`src/pkg/core_pc_pkg.sv`:
```
// Constants, encodings and carriers for the program counter and data addressing core.
// Assumes a single system clock and an APB master with 32-bit data.
package core_pc_pkg;
   localparam int PC_WIDTH    = 15;
   localparam int LATCH_WIDTH = 7;
   localparam int STACK_LEVELS = 16;
   localparam int DEPTH_WIDTH = 5;
   localparam int ADDR_WIDTH  = 16;
   localparam int APB_AW      = 12;
   localparam int IRQ_WIDTH   = 3;

   localparam logic [14:0] PC_RESET    = 15'h0000;
   localparam logic [14:0] PC_STEP     = 15'h0001;
   localparam logic [6:0]  LATCH_RESET = 7'h00;
   localparam logic [7:0]  BYTE_RESET  = 8'h00;
   localparam logic [4:0]  DEPTH_EMPTY = 5'h00;
   localparam logic [4:0]  DEPTH_FULL  = 5'h10;
   localparam logic [4:0]  DEPTH_STEP  = 5'h01;
   localparam logic        STACK_RESET_DEFAULT = 1'b1;

   localparam logic [6:0]  WINDOW_LAST  = 7'h01;
   localparam logic [6:0]  CORE_LAST    = 7'h0B;
   localparam logic [6:0]  SFR_LAST     = 7'h1F;
   localparam logic [6:0]  GPR_LAST     = 7'h6F;
   localparam logic [3:0]  BANK_PAD     = 4'h0;
   localparam logic [8:0]  COMMON_BASE  = 9'h000;
   localparam logic [2:0]  LINEAR_TAG   = 3'h1;

   localparam int FLAG_OVF_BIT = 7;
   localparam int FLAG_UNF_BIT = 6;
   localparam int IRQ_OVF_BIT  = 0;
   localparam int IRQ_UNF_BIT  = 1;
   localparam int IRQ_WIN_BIT  = 2;

   localparam logic [11:0] ADDR_PC_LOW     = 12'h000;
   localparam logic [11:0] ADDR_PC_LATCH   = 12'h004;
   localparam logic [11:0] ADDR_FSR0_LOW   = 12'h008;
   localparam logic [11:0] ADDR_FSR0_HIGH  = 12'h00C;
   localparam logic [11:0] ADDR_FSR1_LOW   = 12'h010;
   localparam logic [11:0] ADDR_FSR1_HIGH  = 12'h014;
   localparam logic [11:0] ADDR_RESET_CAUSE = 12'h018;
   localparam logic [11:0] ADDR_CONFIG     = 12'h01C;
   localparam logic [11:0] ADDR_IRQ_STATUS = 12'h020;
   localparam logic [11:0] ADDR_IRQ_ENABLE = 12'h024;
   localparam logic [11:0] ADDR_IRQ_CLEAR  = 12'h028;
   localparam logic [11:0] ADDR_PC_FULL    = 12'h02C;

   typedef enum logic [9:0] {
      OP_STEP      = 10'h001,
      OP_WRITE_PCL = 10'h002,
      OP_ADD_PCL   = 10'h004,
      OP_JUMP      = 10'h008,
      OP_CALL      = 10'h010,
      OP_CALL_VIA_WORKING     = 10'h020,
      OP_BRW       = 10'h040,
      OP_BRA       = 10'h080,
      OP_RETURN    = 10'h100,
      OP_HOLD      = 10'h200
   } pc_op_type;

   typedef enum logic [5:0] {
      REGION_CORE    = 6'h01,
      REGION_SFR     = 6'h02,
      REGION_GPR     = 6'h04,
      REGION_COMMON  = 6'h08,
      REGION_LINEAR  = 6'h10,
      REGION_PROGRAM = 6'h20
   } data_region_type;

   typedef struct packed {
      logic        valid;
      pc_op_type   op;
      logic [14:0] operand;
      logic [7:0]  working;
   } instr_type;

   typedef struct packed {
      logic       valid;
      logic       write;
      logic [4:0] bank;
      logic [6:0] offset;
      logic [7:0] wdata;
   } data_req_type;

   typedef struct packed {
      logic            valid;
      logic            write;
      logic [15:0]     addr;
      logic [7:0]      wdata;
      data_region_type region;
   } mem_req_type;
endpackage

```
`src/design/core_pc_addressing.sv`:
```
// Program counter, return stack, file select pointers and data address decode.
// Assumes the sequencer presents one instruction per enabled cycle and memory answers
// a read combinationally in the same cycle that memReq presents it.
// Notes on behaviour
// - Fifteen-bit program counter; its low byte is readable and writable.
// - Upper seven counter bits come only from the high latch on a low-byte load.
// - Every reset source clears the whole program counter.
// - Writing the low byte loads upper bits from the latch simultaneously.
// - Absolute call takes eleven operand bits and latch bits six to three.
// - Call via working loads low byte from working, high from latch.
// - Branch by working: next counter plus working, unsigned.
// - Relative branch: next counter plus signed operand.
// - Branch arithmetic carries across the full counter width.
// - With enable set, stack overflow or underflow resets and sets a flag.
// - Window access is redirected to the pointer's address; no storage.
// - Pointer aimed at a window reads zero and suppresses the write.
// - Each pointer is a 16-bit address from high and low bytes.
// - Bank offsets 0Ch to 1Fh decode as special function area.
// - Offsets above that up to 6Fh decode as general ram.
// - Sixteen common locations map to one storage for every bank.
`timescale 1ns/10ps
`default_nettype none
module core_pc_addressing
   import core_pc_pkg::*;
(
   input  wire logic               clock,
   input  wire logic               rst_n,
   input  wire logic               clockEnable,
   input  wire logic [APB_AW-1:0]  paddr,
   input  wire logic               psel,
   input  wire logic               penable,
   input  wire logic               pwrite,
   input  wire logic [31:0]        pwdata,
   output logic [31:0]             prdata,
   output logic                    pready,
   output logic                    pslverr,
   input  wire instr_type          instr,
   output logic [PC_WIDTH-1:0]     pc,
   output logic                    stackFaultReset,
   input  wire data_req_type       dataReq,
   output mem_req_type             memReq,
   input  wire logic [7:0]         memRdata,
   output logic [7:0]              dataRdata,
   output logic                    dataRdataValid,
   output logic                    irq
);

   logic [LATCH_WIDTH-1:0] pcHighLatch;
   logic [7:0]             fsrLow [2];
   logic [7:0]             fsrHigh [2];
   logic [PC_WIDTH-1:0]    stackMem [STACK_LEVELS];
   logic [DEPTH_WIDTH-1:0] depth;
   logic                   stackResetEnable;
   logic                   overflowFlag;
   logic                   underflowFlag;
   logic [IRQ_WIDTH-1:0]   irqStatus;
   logic [IRQ_WIDTH-1:0]   irqEnable;
   logic                   readPend;
   logic                   suppressPend;

   logic [PC_WIDTH-1:0]    incPc;
   logic [PC_WIDTH-1:0]    topOfStack;
   logic [DEPTH_WIDTH-1:0] depthBelow;
   logic [PC_WIDTH-1:0]    next_pc;
   logic                   push;
   logic                   pop;
   logic                   overflow;
   logic                   underflow;
   logic                   fault;
   logic                   apbAccess;
   logic                   apbWrite;
   logic                   mapped;
   logic [31:0]            readMux;
   logic                   indirect;
   logic [ADDR_WIDTH-1:0]  effAddr;
   logic [ADDR_WIDTH-1:0]  memAddr;
   data_region_type        region;
   logic                   selfHit;
   logic [IRQ_WIDTH-1:0]   events;

   function automatic data_region_type decodeRegion(input logic [ADDR_WIDTH-1:0] a);
      data_region_type r;
      r = REGION_CORE;
      if (a[15]) begin
         r = REGION_PROGRAM;
      end else if (a[15:13] == LINEAR_TAG) begin
         r = REGION_LINEAR;
      end else if (a[6:0] > CORE_LAST && a[6:0] <= SFR_LAST) begin
         r = REGION_SFR;
      end else if (a[6:0] > SFR_LAST && a[6:0] <= GPR_LAST) begin
         r = REGION_GPR;
      end else if (a[6:0] > GPR_LAST) begin
         r = REGION_COMMON;
      end
      return r;
   endfunction

   assign apbAccess = psel & penable;
   assign apbWrite  = apbAccess & pwrite & mapped;
   assign pready    = 1'b1;
   assign pslverr   = apbAccess & ~mapped;

   assign incPc      = pc + PC_STEP;
   assign depthBelow = depth - DEPTH_STEP;
   assign topOfStack = (depth == DEPTH_EMPTY) ? PC_RESET : stackMem[depthBelow[3:0]];
   assign overflow   = push & (depth == DEPTH_FULL);
   assign underflow  = pop & (depth == DEPTH_EMPTY);
   assign fault      = stackResetEnable & (overflow | underflow);

   always_comb begin
      next_pc = pc;
      push = 1'b0;
      pop = 1'b0;
      if (instr.valid) begin
         unique case (instr.op)
            OP_STEP: begin
               next_pc = incPc;
            end
            OP_WRITE_PCL: begin
               next_pc = {pcHighLatch, instr.operand[7:0]};
            end
            OP_ADD_PCL: begin
               next_pc = {pcHighLatch, incPc[7:0] + instr.working};
            end
            OP_JUMP: begin
               next_pc = {pcHighLatch[6:3], instr.operand[10:0]};
            end
            OP_CALL: begin
               next_pc = {pcHighLatch[6:3], instr.operand[10:0]};
               push = 1'b1;
            end
            OP_CALL_VIA_WORKING: begin
               next_pc = {pcHighLatch, instr.working};
               push = 1'b1;
            end
            OP_BRW: begin
               next_pc = incPc + {7'h00, instr.working};
            end
            OP_BRA: begin
               next_pc = incPc + {{6{instr.operand[8]}}, instr.operand[8:0]};
            end
            OP_RETURN: begin
               next_pc = topOfStack;
               pop = 1'b1;
            end
            OP_HOLD: begin
               next_pc = pc;
            end
            default: begin
               next_pc = pc;
            end
         endcase
      end else if (apbWrite && paddr == ADDR_PC_LOW) begin
         next_pc = {pcHighLatch, pwdata[7:0]};
      end
   end

   always_ff @(posedge clock) begin
      if (!rst_n) begin
         pc <= PC_RESET;
      end else if (clockEnable) begin
         if (fault) begin
            pc <= PC_RESET;
         end else begin
            pc <= next_pc;
         end
      end
   end

   always_ff @(posedge clock) begin
      if (!rst_n) begin
         depth <= DEPTH_EMPTY;
      end else if (clockEnable) begin
         if (fault) begin
            depth <= DEPTH_EMPTY;
         end else if (push && !overflow) begin
            stackMem[depth[3:0]] <= incPc;
            depth <= depth + DEPTH_STEP;
         end else if (pop && !underflow) begin
            depth <= depthBelow;
         end
      end
   end

   always_ff @(posedge clock) begin
      if (!rst_n) begin
         stackFaultReset <= 1'b0;
      end else if (clockEnable) begin
         stackFaultReset <= fault;
      end
   end

   always_ff @(posedge clock) begin
      if (!rst_n || (clockEnable && fault)) begin
         pcHighLatch <= LATCH_RESET;
         fsrLow[0] <= BYTE_RESET;
         fsrLow[1] <= BYTE_RESET;
         fsrHigh[0] <= BYTE_RESET;
         fsrHigh[1] <= BYTE_RESET;
      end else if (clockEnable && apbWrite) begin
         unique case (paddr)
            ADDR_PC_LATCH: pcHighLatch <= pwdata[6:0];
            ADDR_FSR0_LOW: fsrLow[0] <= pwdata[7:0];
            ADDR_FSR0_HIGH: fsrHigh[0] <= pwdata[7:0];
            ADDR_FSR1_LOW: fsrLow[1] <= pwdata[7:0];
            ADDR_FSR1_HIGH: fsrHigh[1] <= pwdata[7:0];
            default: begin
            end
         endcase
      end
   end

   always_ff @(posedge clock) begin
      if (!rst_n) begin
         overflowFlag <= 1'b0;
         underflowFlag <= 1'b0;
         stackResetEnable <= STACK_RESET_DEFAULT;
      end else if (clockEnable) begin
         if (apbWrite && paddr == ADDR_RESET_CAUSE) begin
            overflowFlag <= pwdata[FLAG_OVF_BIT] | (fault & overflow);
            underflowFlag <= pwdata[FLAG_UNF_BIT] | (fault & underflow);
         end else begin
            overflowFlag <= overflowFlag | (fault & overflow);
            underflowFlag <= underflowFlag | (fault & underflow);
         end
         if (apbWrite && paddr == ADDR_CONFIG) begin
            stackResetEnable <= pwdata[0];
         end
      end
   end

   always_comb begin
      events = '0;
      events[IRQ_OVF_BIT] = overflow;
      events[IRQ_UNF_BIT] = underflow;
      events[IRQ_WIN_BIT] = dataReq.valid & selfHit;
   end

   always_ff @(posedge clock) begin
      if (!rst_n) begin
         irqStatus <= '0;
         irqEnable <= '0;
      end else if (clockEnable) begin
         if (apbWrite && paddr == ADDR_IRQ_CLEAR) begin
            irqStatus <= (irqStatus & ~pwdata[IRQ_WIDTH-1:0]) | events;
         end else begin
            irqStatus <= irqStatus | events;
         end
         if (apbWrite && paddr == ADDR_IRQ_ENABLE) begin
            irqEnable <= pwdata[IRQ_WIDTH-1:0];
         end
      end
   end

   assign irq = |(irqStatus & irqEnable);

   always_comb begin
      readMux = 32'h0000_0000;
      mapped = 1'b1;
      unique case (paddr)
         ADDR_PC_LOW: readMux[7:0] = pc[7:0];
         ADDR_PC_LATCH: readMux[6:0] = pcHighLatch;
         ADDR_FSR0_LOW: readMux[7:0] = fsrLow[0];
         ADDR_FSR0_HIGH: readMux[7:0] = fsrHigh[0];
         ADDR_FSR1_LOW: readMux[7:0] = fsrLow[1];
         ADDR_FSR1_HIGH: readMux[7:0] = fsrHigh[1];
         ADDR_RESET_CAUSE: begin
            readMux[FLAG_OVF_BIT] = overflowFlag;
            readMux[FLAG_UNF_BIT] = underflowFlag;
         end
         ADDR_CONFIG: readMux[0] = stackResetEnable;
         ADDR_IRQ_STATUS: readMux[IRQ_WIDTH-1:0] = irqStatus;
         ADDR_IRQ_ENABLE: readMux[IRQ_WIDTH-1:0] = irqEnable;
         ADDR_IRQ_CLEAR: readMux = 32'h0000_0000;
         ADDR_PC_FULL: begin
            readMux[PC_WIDTH-1:0] = pc;
            readMux[20:16] = depth;
         end
         default: mapped = 1'b0;
      endcase
   end

   // Read data is captured in the setup phase so the access phase needs no wait.
   always_ff @(posedge clock) begin
      if (!rst_n) begin
         prdata <= 32'h0000_0000;
      end else if (clockEnable && psel && !penable) begin
         prdata <= readMux;
      end
   end

   always_comb begin
      indirect = dataReq.offset <= WINDOW_LAST;
      if (indirect) begin
         effAddr = {fsrHigh[dataReq.offset[0]], fsrLow[dataReq.offset[0]]};
      end else begin
         effAddr = {BANK_PAD, dataReq.bank, dataReq.offset};
      end
      region = decodeRegion(effAddr);
      selfHit = indirect && !effAddr[15] && (effAddr[15:13] != LINEAR_TAG)
                && (effAddr[6:0] <= WINDOW_LAST);
      if (region == REGION_COMMON) begin
         memAddr = {COMMON_BASE, effAddr[6:0]};
      end else begin
         memAddr = effAddr;
      end
   end

   always_ff @(posedge clock) begin
      if (!rst_n) begin
         memReq <= '{valid: 1'b0, write: 1'b0, addr: '0, wdata: BYTE_RESET,
                     region: REGION_CORE};
         readPend <= 1'b0;
         suppressPend <= 1'b0;
      end else if (clockEnable) begin
         memReq.valid <= dataReq.valid & ~selfHit;
         memReq.write <= dataReq.write;
         memReq.addr <= memAddr;
         memReq.wdata <= dataReq.wdata;
         memReq.region <= region;
         readPend <= dataReq.valid & ~dataReq.write;
         suppressPend <= selfHit;
      end
   end

   always_ff @(posedge clock) begin
      if (!rst_n) begin
         dataRdata <= BYTE_RESET;
         dataRdataValid <= 1'b0;
      end else if (clockEnable) begin
         dataRdataValid <= readPend;
         if (readPend) begin
            dataRdata <= suppressPend ? BYTE_RESET : memRdata;
         end
      end
   end

endmodule
`default_nettype wire

```
`config.mk`:
```
export PLATFORM = sky130hd
export DESIGN_NAME = core_pc_addressing
export DESIGN_NICKNAME = d
export VERILOG_FILES = /design/src/pkg/core_pc_pkg.sv /design/src/design/core_pc_addressing.sv
export SDC_FILE = /design/constraint.sdc
export NUM_CORES = 1
export LEC_CHECK = 0
export BUFFER_PORTS_ARGS = -buffer_cell sky130_fd_sc_hd__clkbuf_2
export CAP_MARGIN = 30
export CORE_MARGIN = 2
export CORE_UTILIZATION = 40
export CTS_BUF_LIST = sky130_fd_sc_hd__clkbuf_16
export CTS_CLUSTER_DIAMETER = 80
export DETAILED_ROUTE_END_ITERATION = 6
export SETUP_SLACK_MARGIN = 0.4
export SLEW_MARGIN = 20
export SYNTH_ARGS = -nofsm -noshare
export SYNTH_HDL_FRONTEND = slang
export SYNTH_SLANG_ARGS = --single-unit
```
`constraint.sdc`:
```
create_clock -name clock -period 4.4 [get_ports clock]
set_input_delay 0.22 -clock clock [delete_from_list [all_inputs] [get_ports clock]]
set_output_delay 0.22 -clock clock [all_outputs]
set_load 0.05 [all_outputs]
```
Word-level counts from Yosys, hierarchy flattened
Memory sizes are Yosys's and may differ from the RTL's.
Index checks and enable logic that the tools add are counted.
{"block": "totals", "reg_bits": 100, "ramBits": 272, "in_bits": 114, "word_cells": 184, "memories": 3}
{"name": "stackMem", "words": 16, "width": 15, "read_ports": 1, "rd_ports_with_merged_regs": 0, "write_ports": 1, "line": "core_pc_addressing.sv:51", "rtl": "logic [PC_WIDTH-1:0] stackMem [STACK_LEVELS];"}
{"name": "fsrHigh", "words": 2, "width": 8, "read_ports": 3, "rd_ports_with_merged_regs": 0, "write_ports": 2, "line": "core_pc_addressing.sv:50", "rtl": "logic [7:0] fsrHigh [2];"}
{"name": "fsrLow", "words": 2, "width": 8, "read_ports": 3, "rd_ports_with_merged_regs": 0, "write_ports": 2, "line": "core_pc_addressing.sv:49", "rtl": "logic [7:0] fsrLow [2];"}
{"block": "op_classes", "n_addsub": 6, "order_cmp": 7, "n_eq_ne": 25, "n_mux": 58, "n_bitwise": 29, "reduce_logical": 37}
{"operator": "15-bit case mux with 8 select lines", "n": 1}
{"operator": "15-bit 2-to-1 mux", "n": 4}
{"operator": "12-bit by 5-bit equality test with 1-bit output, second input constant", "n": 4}
{"operator": "12-bit by 6-bit equality test with 1-bit output, second input constant", "n": 4}
{"operator": "8-bit 2-to-1 mux", "n": 5}
{"operator": "16-bit 2-to-1 mux", "n": 2}
{"operator": "1-bit 2-to-1 mux", "n": 30}
{"operator": "5-bit 2-to-1 mux", "n": 5}
{"operator": "12-bit by 4-bit equality test with 1-bit output, second input constant", "n": 2}
{"operator": "3-bit case mux with 6 select lines", "n": 1}
{"operator": "1-bit logical AND", "n": 16}
{"operator": "2-bit case mux with 8 select lines", "n": 1}
{"operator": "15-bit by 1-bit adder with 15-bit output, second input constant", "n": 1}
{"operator": "15-bit adder", "n": 1}
{"operator": "15-bit by 8-bit adder with 15-bit output", "n": 1}
{"operator": "7-bit by 1-bit less-or-equal comparator with 1-bit output, second input constant", "n": 2}
{"operator": "1-bit AND", "n": 12}
{"operator": "12-bit by 3-bit equality test with 1-bit output, second input constant", "n": 1}
{"operator": "12-bit zero test", "n": 1}
{"operator": "4-bit 2-to-1 mux", "n": 3}
{"operator": "12-bit OR reduction", "n": 1}
{"operator": "10-bit by 1-bit equality test with 1-bit output, second input constant", "n": 1}
{"operator": "10-bit by 2-bit equality test with 1-bit output, second input constant", "n": 1}
{"operator": "10-bit by 3-bit equality test with 1-bit output, second input constant", "n": 1}
{"operator": "other kinds (38)", "n": 61}

Depth between registers and ports, before layout
Gate-level depths: netlist of the first run.
{"block": "logic_depth", "depth_word": 12, "ltp_mapped": 15, "mapped_depth_nobuf": 13}

Worst setup path after synthesis of the first run
Ideal clock, no wire load.
{"block": "synth_path", "kind": "reg2reg", "start": "reg depth[0]", "end": "reg pc[0]", "setup_ns": 0.126, "arrival_ns": 3.909, "setup_slack_ns": 0.365, "path_stages_with_launch": 15, "n_path_buf": 6, "path_cell_list": "dfxtp_1 -> buf_2 -> buf_2 -> buf_1 -> inv_1 -> ha_1 -> clkbuf_1 -> clkbuf_1 -> buf_1 -> mux4_2 -> mux2_2 -> o211ai_1 -> nand4_1 -> a22oi_1 -> o21ai_0"}
{"block": "synth_between", "elab_chain_len": 6}
{"element": "from (decl)", "line": "core_pc_addressing.sv:52", "rtl": "logic [DEPTH_WIDTH-1:0] depth;"}
{"element": "from (signal assigned)", "line": "core_pc_addressing.sv:178", "rtl": "depth <= depth + DEPTH_STEP;"}
{"element": "from (signal assigned)", "line": "core_pc_addressing.sv:180", "rtl": "depth <= depthBelow;"}
{"element": "5-bit by 1-bit subtractor with 5-bit output (tied with other cells)", "line": "core_pc_addressing.sv:104", "rtl": "assign depthBelow = depth - DEPTH_STEP;"}
{"element": "memory read 16 x 15 bit (tied with other cells)"}
{"element": "15-bit 2-to-1 mux / 1-bit OR (equally long branches)", "line": "core_pc_addressing.sv:105, core_pc_addressing.sv:108"}
{"element": "15-bit case mux with 8 select lines / 1-bit AND (equally long branches)", "line": "core_pc_addressing.sv:115, core_pc_addressing.sv:108"}
{"element": "15-bit 2-to-1 mux (tied with other cells)", "line": "core_pc_addressing.sv:114", "rtl": "if (instr.valid) begin"}
{"element": "15-bit 2-to-1 mux / 3-bit AND reduction (equally long branches)"}
{"element": "to (signal assigned)", "line": "core_pc_addressing.sv:165", "rtl": "pc <= next_pc;"}
{"element": "to (decl)", "line": "core_pc_addressing.sv:38", "rtl": "output logic [PC_WIDTH-1:0] pc,"}
Several ways; a longest one is shown, not always the timed one.
A chain may end at the register's enable or synchronous reset.

Final worst setup path of the first run
{"block": "layout_path", "start": "in instr[24] (netlist name)", "end": "reg pc[14]"}
{"block": "layout_between", "elab_chain_len": 9}
{"element": "from (decl)", "line": "core_pc_addressing.sv:37", "rtl": "input wire instr_type instr,"}
{"element": "10-bit by 6-bit equality test with 1-bit output / 10-bit by 5-bit equality test with 1-bit output (equally long branches)", "line": "core_pc_addressing.sv:115", "rtl": "unique case (instr.op)"}
{"element": "2-bit OR reduction (no source line)"}
{"element": "1-bit 2-to-1 mux", "line": "core_pc_addressing.sv:115"}
{"element": "1-bit 2-to-1 mux", "line": "core_pc_addressing.sv:114"}
{"element": "1-bit AND", "line": "core_pc_addressing.sv:106", "rtl": "assign overflow = push & (depth == DEPTH_FULL);"}
{"element": "1-bit OR", "line": "core_pc_addressing.sv:108", "rtl": "assign fault = stackResetEnable & (overflow | underflow);"}
{"element": "1-bit AND", "line": "core_pc_addressing.sv:108"}
{"element": "10-bit by 2-bit inequality test with 1-bit output (no source line) / 3-bit nonzero test (equally long branches)"}
{"element": "3-bit AND reduction (no source line)"}
Several ways; a longest one is shown, not always the timed one.

==> flow_summary.ini, run 1 <==
[outcome]
status = completed

[worst_setup_path]
cp_max_fo = 11
end_kind = flop
crit_type = primary input to flop
crit_slowest_cell = or4_4
r2r_end = pc[14]
cp_num_buf_inv = 1
path_cells = clkbuf_2 > or4_4 > nor4_4 > mux2_2 > ha_1 > fa_1 > a21oi_1 > o211ai_1 > o22ai_1 > nor2_1 > a211oi_2 > a21oi_1 > a311o_1 > o311ai_1
arrival_ns = 4.12
cp_slowest_stage_delay_ns = 0.60
crit_top_cell = a21oi_1
critPathTopFamily = compound AO/OA/AOI/OAI gates
rrSetupSlack_ns = 0.77
worstPathRequired_ns = 4.87
r2r-start = pc[2]
start_kind = primary input
reg2reg_depth = 13

[yosys]
synthDistinctLibCells = 82
ys.warnings.count = 0
synth_edf_count = 272
synth_top_area_frac = 0.474
synthArstFlopShare = 0
synth_cells = 1337
ys_ff_latch = 372
synth_top_area_cell = edfxtp_1
avgSynthCellArea_um2 = 12.9
synthTopCellsByArea = edfxtp_1, dfxtp_1, mux4_2
synth_area_mm2 = 0.0172
ys_seq_area_frac = 0.590
ys.flop_type = edfxtp_1

[cells_and_area]
fin_nets = 1681
drive_gt1_frac = 0.249
fillerInstances = 3811
final_cell_mix = edfxtp_1, clkbuf_2, nor2_1, dfxtp_1, nand2_1
n_antenna_cell = 0
final_common_cell = edfxtp_1
postLayoutCoreUtil = 0.474
syn_to_final_growth_pct = 17.7
fin_cells = 2120

[timing]
rsz0062_at_grt = no
finClkSkew_ns = 0.0341
finalCriticalPeriod_ns = 3.65
setup_viol = 0
max-slew-margin-rel = 0.346
hold_violations = 0
fmax_mhz = 274
finalCritPeriodShare = 0.830
max_slew.worst_pin.slew_ns = 0.978
maxSlewViolCount = 0
fin_setup_tns_ns = 0

[drt]
vias = 12200
dr.pass1.iters = 6
drc_errors = 0
routed_wl_um = 47900
routedWlPerCell_um = 22.6
detail-route-antenna-nets = 0
viasPerCell = 5.75
drt_iter0_drc = 1213

[die]
core_region_area_mm2 = 0.0428
die_w_um = 212
ioPinCount = 206
die_y_um = 212
start_util = 0.403
row_count = 76
dieArea_mm2 = 0.0448

[worst_hold_path]
whs_endpoint = pcHighLatch[3]
min_path_type = primary input to flop
hold_start = pwdata[3]
holdPathStages = 3

[clock_tree]
clock_latency_ns = 0.57
cts_setup_buffers = 0
cts_root_buf = clkbuf_16
cts_made_buffers = 41
cts_tree = built
post_cts_resized = 0
htreeDepth = 2
cts.sinks = 372
cts_buffer_depth = 3
cts.clk_slew.worst_paths_ns = 0.06

[place]
port_buffers = 164
placedCellCount = 2032
globalplace.congestion = 0.896
dp.final_hpwl_um = 32500

[power_and_ir_drop]
power.leakage_nw = 6.60
power.internal_mw = 5.80
switching_share = 0.227
p_clk_frac = 0.447
p_per_area_mw_per_mm2 = 370
p_sw_mw = 1.70
pwr-share-seq = 0.503
p_comb_frac = 0.051
ir_drop_v = 0.000252

[grt]
antenna_found_initial = 0
gr-total-overflow = 0
grt_use_total = 0.211
grt_max_degree = 44
first_global_vias = 11600
grt_pass1_wl_um = 70400

[job]
max-cap-violations = 0
power groups by stage:
| stage | clock, mW | sequential, mW | combinational [mW] |
|---|---|---|---|
| after CTS | 3.43 | 3.77 | 0.379 |
| after global placement | 0 | 3.85 | 0.366 |
| after global routing | 3.57 | 3.77 | 0.408 |
| final | 3.35 | 3.77 | 0.381 |
| after floorplan | 0 | 3.91 | 0.186 |
| after detailed placement | 0 | 3.85 | 0.369 |
cell usage after synthesis, types with 8 or more instances:
cell       number
buf_4          13
o21ai_0        37
nor3b_1        11
nand4_1         8
xor2_1         13
nand2b_1       10
nor3_1         20
nor2_1        119
mux4_2         60
a222oi_1       17
a21oi_1        74
a22oi_1        23
and2_1         24
a211oi_1       22
dfxtp_1       100
buf_1           8
edfxtp_1      272
mux2_2         21
o211ai_1       11
nor2b_1        19
a221oi_1       10
inv_1          27
mux2i_1        49
nand2_1        96
a31oi_1        10
and3_1          8
nand3_1        21
o2111ai_1      11
ha_1           24
o31ai_1         9
xnor2_1        16
clkbuf_1       51
timing repair:
action	4_1_cts	5_1_grt
setup endpoints to repair	0	0
hold buffers	11	0
endpoints found under the hold margin	12	0
through the flow:
stage	hold WS (ns)	total power [mW]	setup WS, ns	cell area [um^2]
floorplan	0.348	4.09	0.440	17300
global placement	0.452	4.21	0.286	18800
detailed placement	0.461	4.22	0.218	18800
CTS	0.00248	7.58	0.798	20300
global route	0.00744	7.75	0.483	20300
finish	0.0247	7.51	0.748	20300
worst register-to-register path, delay by kind of cell, from the launching register on:
| kind | cells | cell delay, ns |
|---|---|---|
| AO/OA/AOI/OAI | 5 | 1.14 |
| XOR/XNOR | 1 | 0.15 |
| adder cells (fa/ha/maj) | 1 | 0.24 |
| buffers and inverters | 1 | 0.22 |
| flip-flops | 1 | 0.66 |
| AND/OR/NAND/NOR | 5 | 1.12 |
final cells by class:
class / count / area [um^2] / share of cell area
clock buffers: 42 / 1050 / 0.0518
clock inverters: 34 / 283 / 0.0139
inverters: 31 / 121 / 0.00598
multi-input cells: 865 / 6640 / 0.327
flip-flops and latches: 372 / 10200 / 0.501
well taps: 546 / 683 / 0.0337
repair buffers: 230 / 1340 / 0.0662
kinds of logic after synthesis:
kind of cell,count (synthesis),synth area share
fa+ha+maj,26,0.0197
compound gates,284,0.114
flops,372,0.590
buf+inv,111,0.0282
simple gates,382,0.111
xor+xnor,30,0.0160
other cells,2,0.000436
mux,130,0.121
worst max path at each step:
stage | startpoint | to | slack, ns | cells past startpoint
global route | pc[0] | pc[9] | 0.48 | 10
finish | instr[24] | pc[14] | 0.75 | 14
CTS | pc[2] | pc[14] | 0.80 | 13
floorplan | instr[26] | pc[14] | 0.44 | 14
global placement | instr[24] | pc[14] | 0.29 | 14
detailed placement | instr[24] | pc[14] | 0.22 | 14
flip-flops by register name, summed over array words and instances (netlist names), 5 cells and up:
signal       cells
memReq          32
fsrHigh         16
depth            5
pc              15
pcHighLatch      7
prdata          20
fsrLow          16
dataRdata        8
stackMem       240
metal layers:
metal,share of wire,track usage,up-vias
met5,0,0,-
met4,0.028,0.0685,0
met3,0.069,0.0398,87
met2,0.48,0.346,455
met1,0.43,0.284,6081
li1,-,-,5574
Power figures use the tool's default switching activity.
==> run 2: changes to the inputs <==
==> constraint.sdc (replaced) <==
create_clock -name clock -period 3.2 [get_ports clock]
set_input_delay 0.16 -clock clock [delete_from_list [all_inputs] [get_ports clock]]
set_output_delay 0.16 -clock clock [all_outputs]
set_load 0.05 [all_outputs]
==> flow_summary.ini, run 2 (synthesis results as in run 1) <==
[outcome]
status = complete, but fails checks
violations = design-rule violations

[clock_tree]
clock_latency_ns = 0.58
cts_made_buffers = 41
cts.clk_slew.worst_paths_ns = 0.06
cts_root_buf = clkbuf_16
htreeDepth = 2
cts.sinks = 372
cts_tree = built
cts_buffer_depth = 3

[drt]
drc_errors = 1
drt_iter0_drc = 1140
detail-route-antenna-nets = 0
vias = 12700
routedWlPerCell_um = 22.2
viasPerCell = 5.67
dr.pass1.iters = 7
routed_wl_um = 49800

[worst_setup_path]
cp.depth = 15
r2r-start = pc[6]
crit_type = primary input to flop
reg2reg_depth = 10
worstPathRequired_ns = 3.70
arrival_ns = 3.62
critPathTopFamily = compound AO/OA/AOI/OAI gates
cp_max_fo = 7
crit_slowest_cell = or4_4
end_kind = flop
r2r_end = pc[14]
path_cells = buf_6 > or4_4 > nor4_4 > buf_6 > mux2_4 > ha_4 > fa_2 > a21oi_2 > o211ai_1 > o22ai_2 > nor2_1 > a211oi_2 > a21oi_1 > a311o_1 > o311ai_2
rrSetupSlack_ns = 0.22
crit_path_end = pc[14]
cp_num_buf_inv = 2
crit_top_cell = buf_6
cp_slowest_stage_delay_ns = 0.54
cp-startpoint = instr[24]
start_kind = primary input

[grt]
grt_use_total = 0.218
first_global_vias = 12300
grt_pass1_wl_um = 73500
gr-total-overflow = 0
antenna_found_initial = 0
grt_max_degree = 56

[timing]
fin_setup_tns_ns = 0
max-slew-margin-rel = 0.488
setup_viol = 0
maxSlewViolCount = 0
hold_violations = 0
finalCritPeriodShare = 0.974
rsz0062_at_grt = yes
fmax_mhz = 321
finClkSkew_ns = 0.0565
max_slew.worst_pin.slew_ns = 0.765
finalCriticalPeriod_ns = 3.12

[cells_and_area]
syn_to_final_growth_pct = 27.4
final_cell_mix = edfxtp_1, clkbuf_2, buf_4, nor2_1, nand2_1
largest_reg_flops = 240
drive_gt1_frac = 0.332
fin_nets = 1805
n_antenna_cell = 0
final_common_cell = edfxtp_1
fillerInstances = 3626

[place]
globalplace.congestion = 0.904
port_buffers = 164
dp.final_hpwl_um = 34500

[die]
dieArea_mm2 = 0.0448
core_region_area_mm2 = 0.0428
ioPinCount = 206
die_y_um = 212
start_util = 0.403
row_count = 76
die_w_um = 212

[worst_hold_path]
min_path_type = primary input to flop

[power_and_ir_drop]
totalPowerFinal_mw = 10.8
p_per_area_mw_per_mm2 = 491
ir_drop_v = 0.000487
power.leakage_nw = 7.44

[job]
max-cap-violations = 0
-- run 2: cell count changes in the layout (fill, tap and decap cells not counted), sizes merged --
| cell | change |
|---|---|
| buf | +108 |
| inv | +5 |
| clkinv | -6 |
| clkinvlp | -3 |
| dlygate4sd3 | +15 |
| bufinv | +5 |
-- run 2: worst min-delay path, cell delays in order --
cell      delay (ns)
clkbuf_2        0.07
nor3b_1         0.12
a21oi_1         0.11
nor2_1          0.04
-- run 2: through the flow --
step | instance area, um^2 | cells | setup WS (ns) | hold slack [ns] | util
final | 22000 | 2244 | 0.0820 | 0.0205 | 0.513
after CTS | 21600 | 2220 | 0.196 | 0.00103 | 0.505
after detailed placement | 19700 | 2107 | -0.564 | 0.408 | 0.460
after global placement | 19700 | 2106 | -0.444 | 0.400 | 0.460
after global routing | 22000 | 2244 | -0.0192 | 0.0272 | 0.513
after floorplan | 17600 | 1348 | -0.363 | 0.288 | -
-- run 2: how the worst min path moves through the flow --
stage                           start          endpoint  slack, ns  depth (start not counted)
final                     memRdata[2]      dataRdata[2]       0.02                          4
after global routing      memRdata[2]      dataRdata[2]       0.03                          4
after CTS                 memRdata[2]      dataRdata[2]      0.001                          4
after detailed placement   dataReq[4]        memReq[10]       0.41                          3
after global placement     dataReq[4]        memReq[10]       0.40                          3
after floorplan             pwdata[0]  stackResetEnable       0.29                          2
-- run 2: power by group --
| group | leakage, nW | internal [mW] | switching, mW |
|---|---|---|---|
| Sequential | 2.90 | 5.16 | 0.0273 |
| Combinational | 3.79 | 0.208 | 0.390 |
| Clock | 0.741 | 3.02 | 1.99 |
-- run 2: per-layer routing --
| layer | vias up | GRT usage | wire length (um) |
|---|---|---|---|
| met3 | 98 | 0.0475 | 3970 |
| met5 | - | 0 | 0 |
| met4 | 0 | 0.0692 | 1320 |
| met1 | 6265 | 0.303 | 21600 |
| li1 | 5829 | - | - |
| met2 | 523 | 0.342 | 22900 |
-- run 2: timing repair --
action                                  in CTS  in global routing
pin swaps                                   15                 20
buffers inserted                            11                 22
hold buffers                                26                  0
cloned                                       0                  2
hold endpoints to repair                    43                  0
endpoints found under the setup margin      31                 85
gates resized for setup                     28                 22
-- run 2: layout make-up --
| type | count | area, um^2 | area share |
|---|---|---|---|
| sequential | 372 | 10200 | 0.464 |
| multi-input combinational | 865 | 7070 | 0.322 |
| timing repair buffer | 354 | 2450 | 0.111 |
| clock buffer | 41 | 1030 | 0.0467 |
| tap | 546 | 683 | 0.0311 |
| clock inverter | 35 | 432 | 0.0197 |
| inverter | 31 | 121 | 0.00553 |
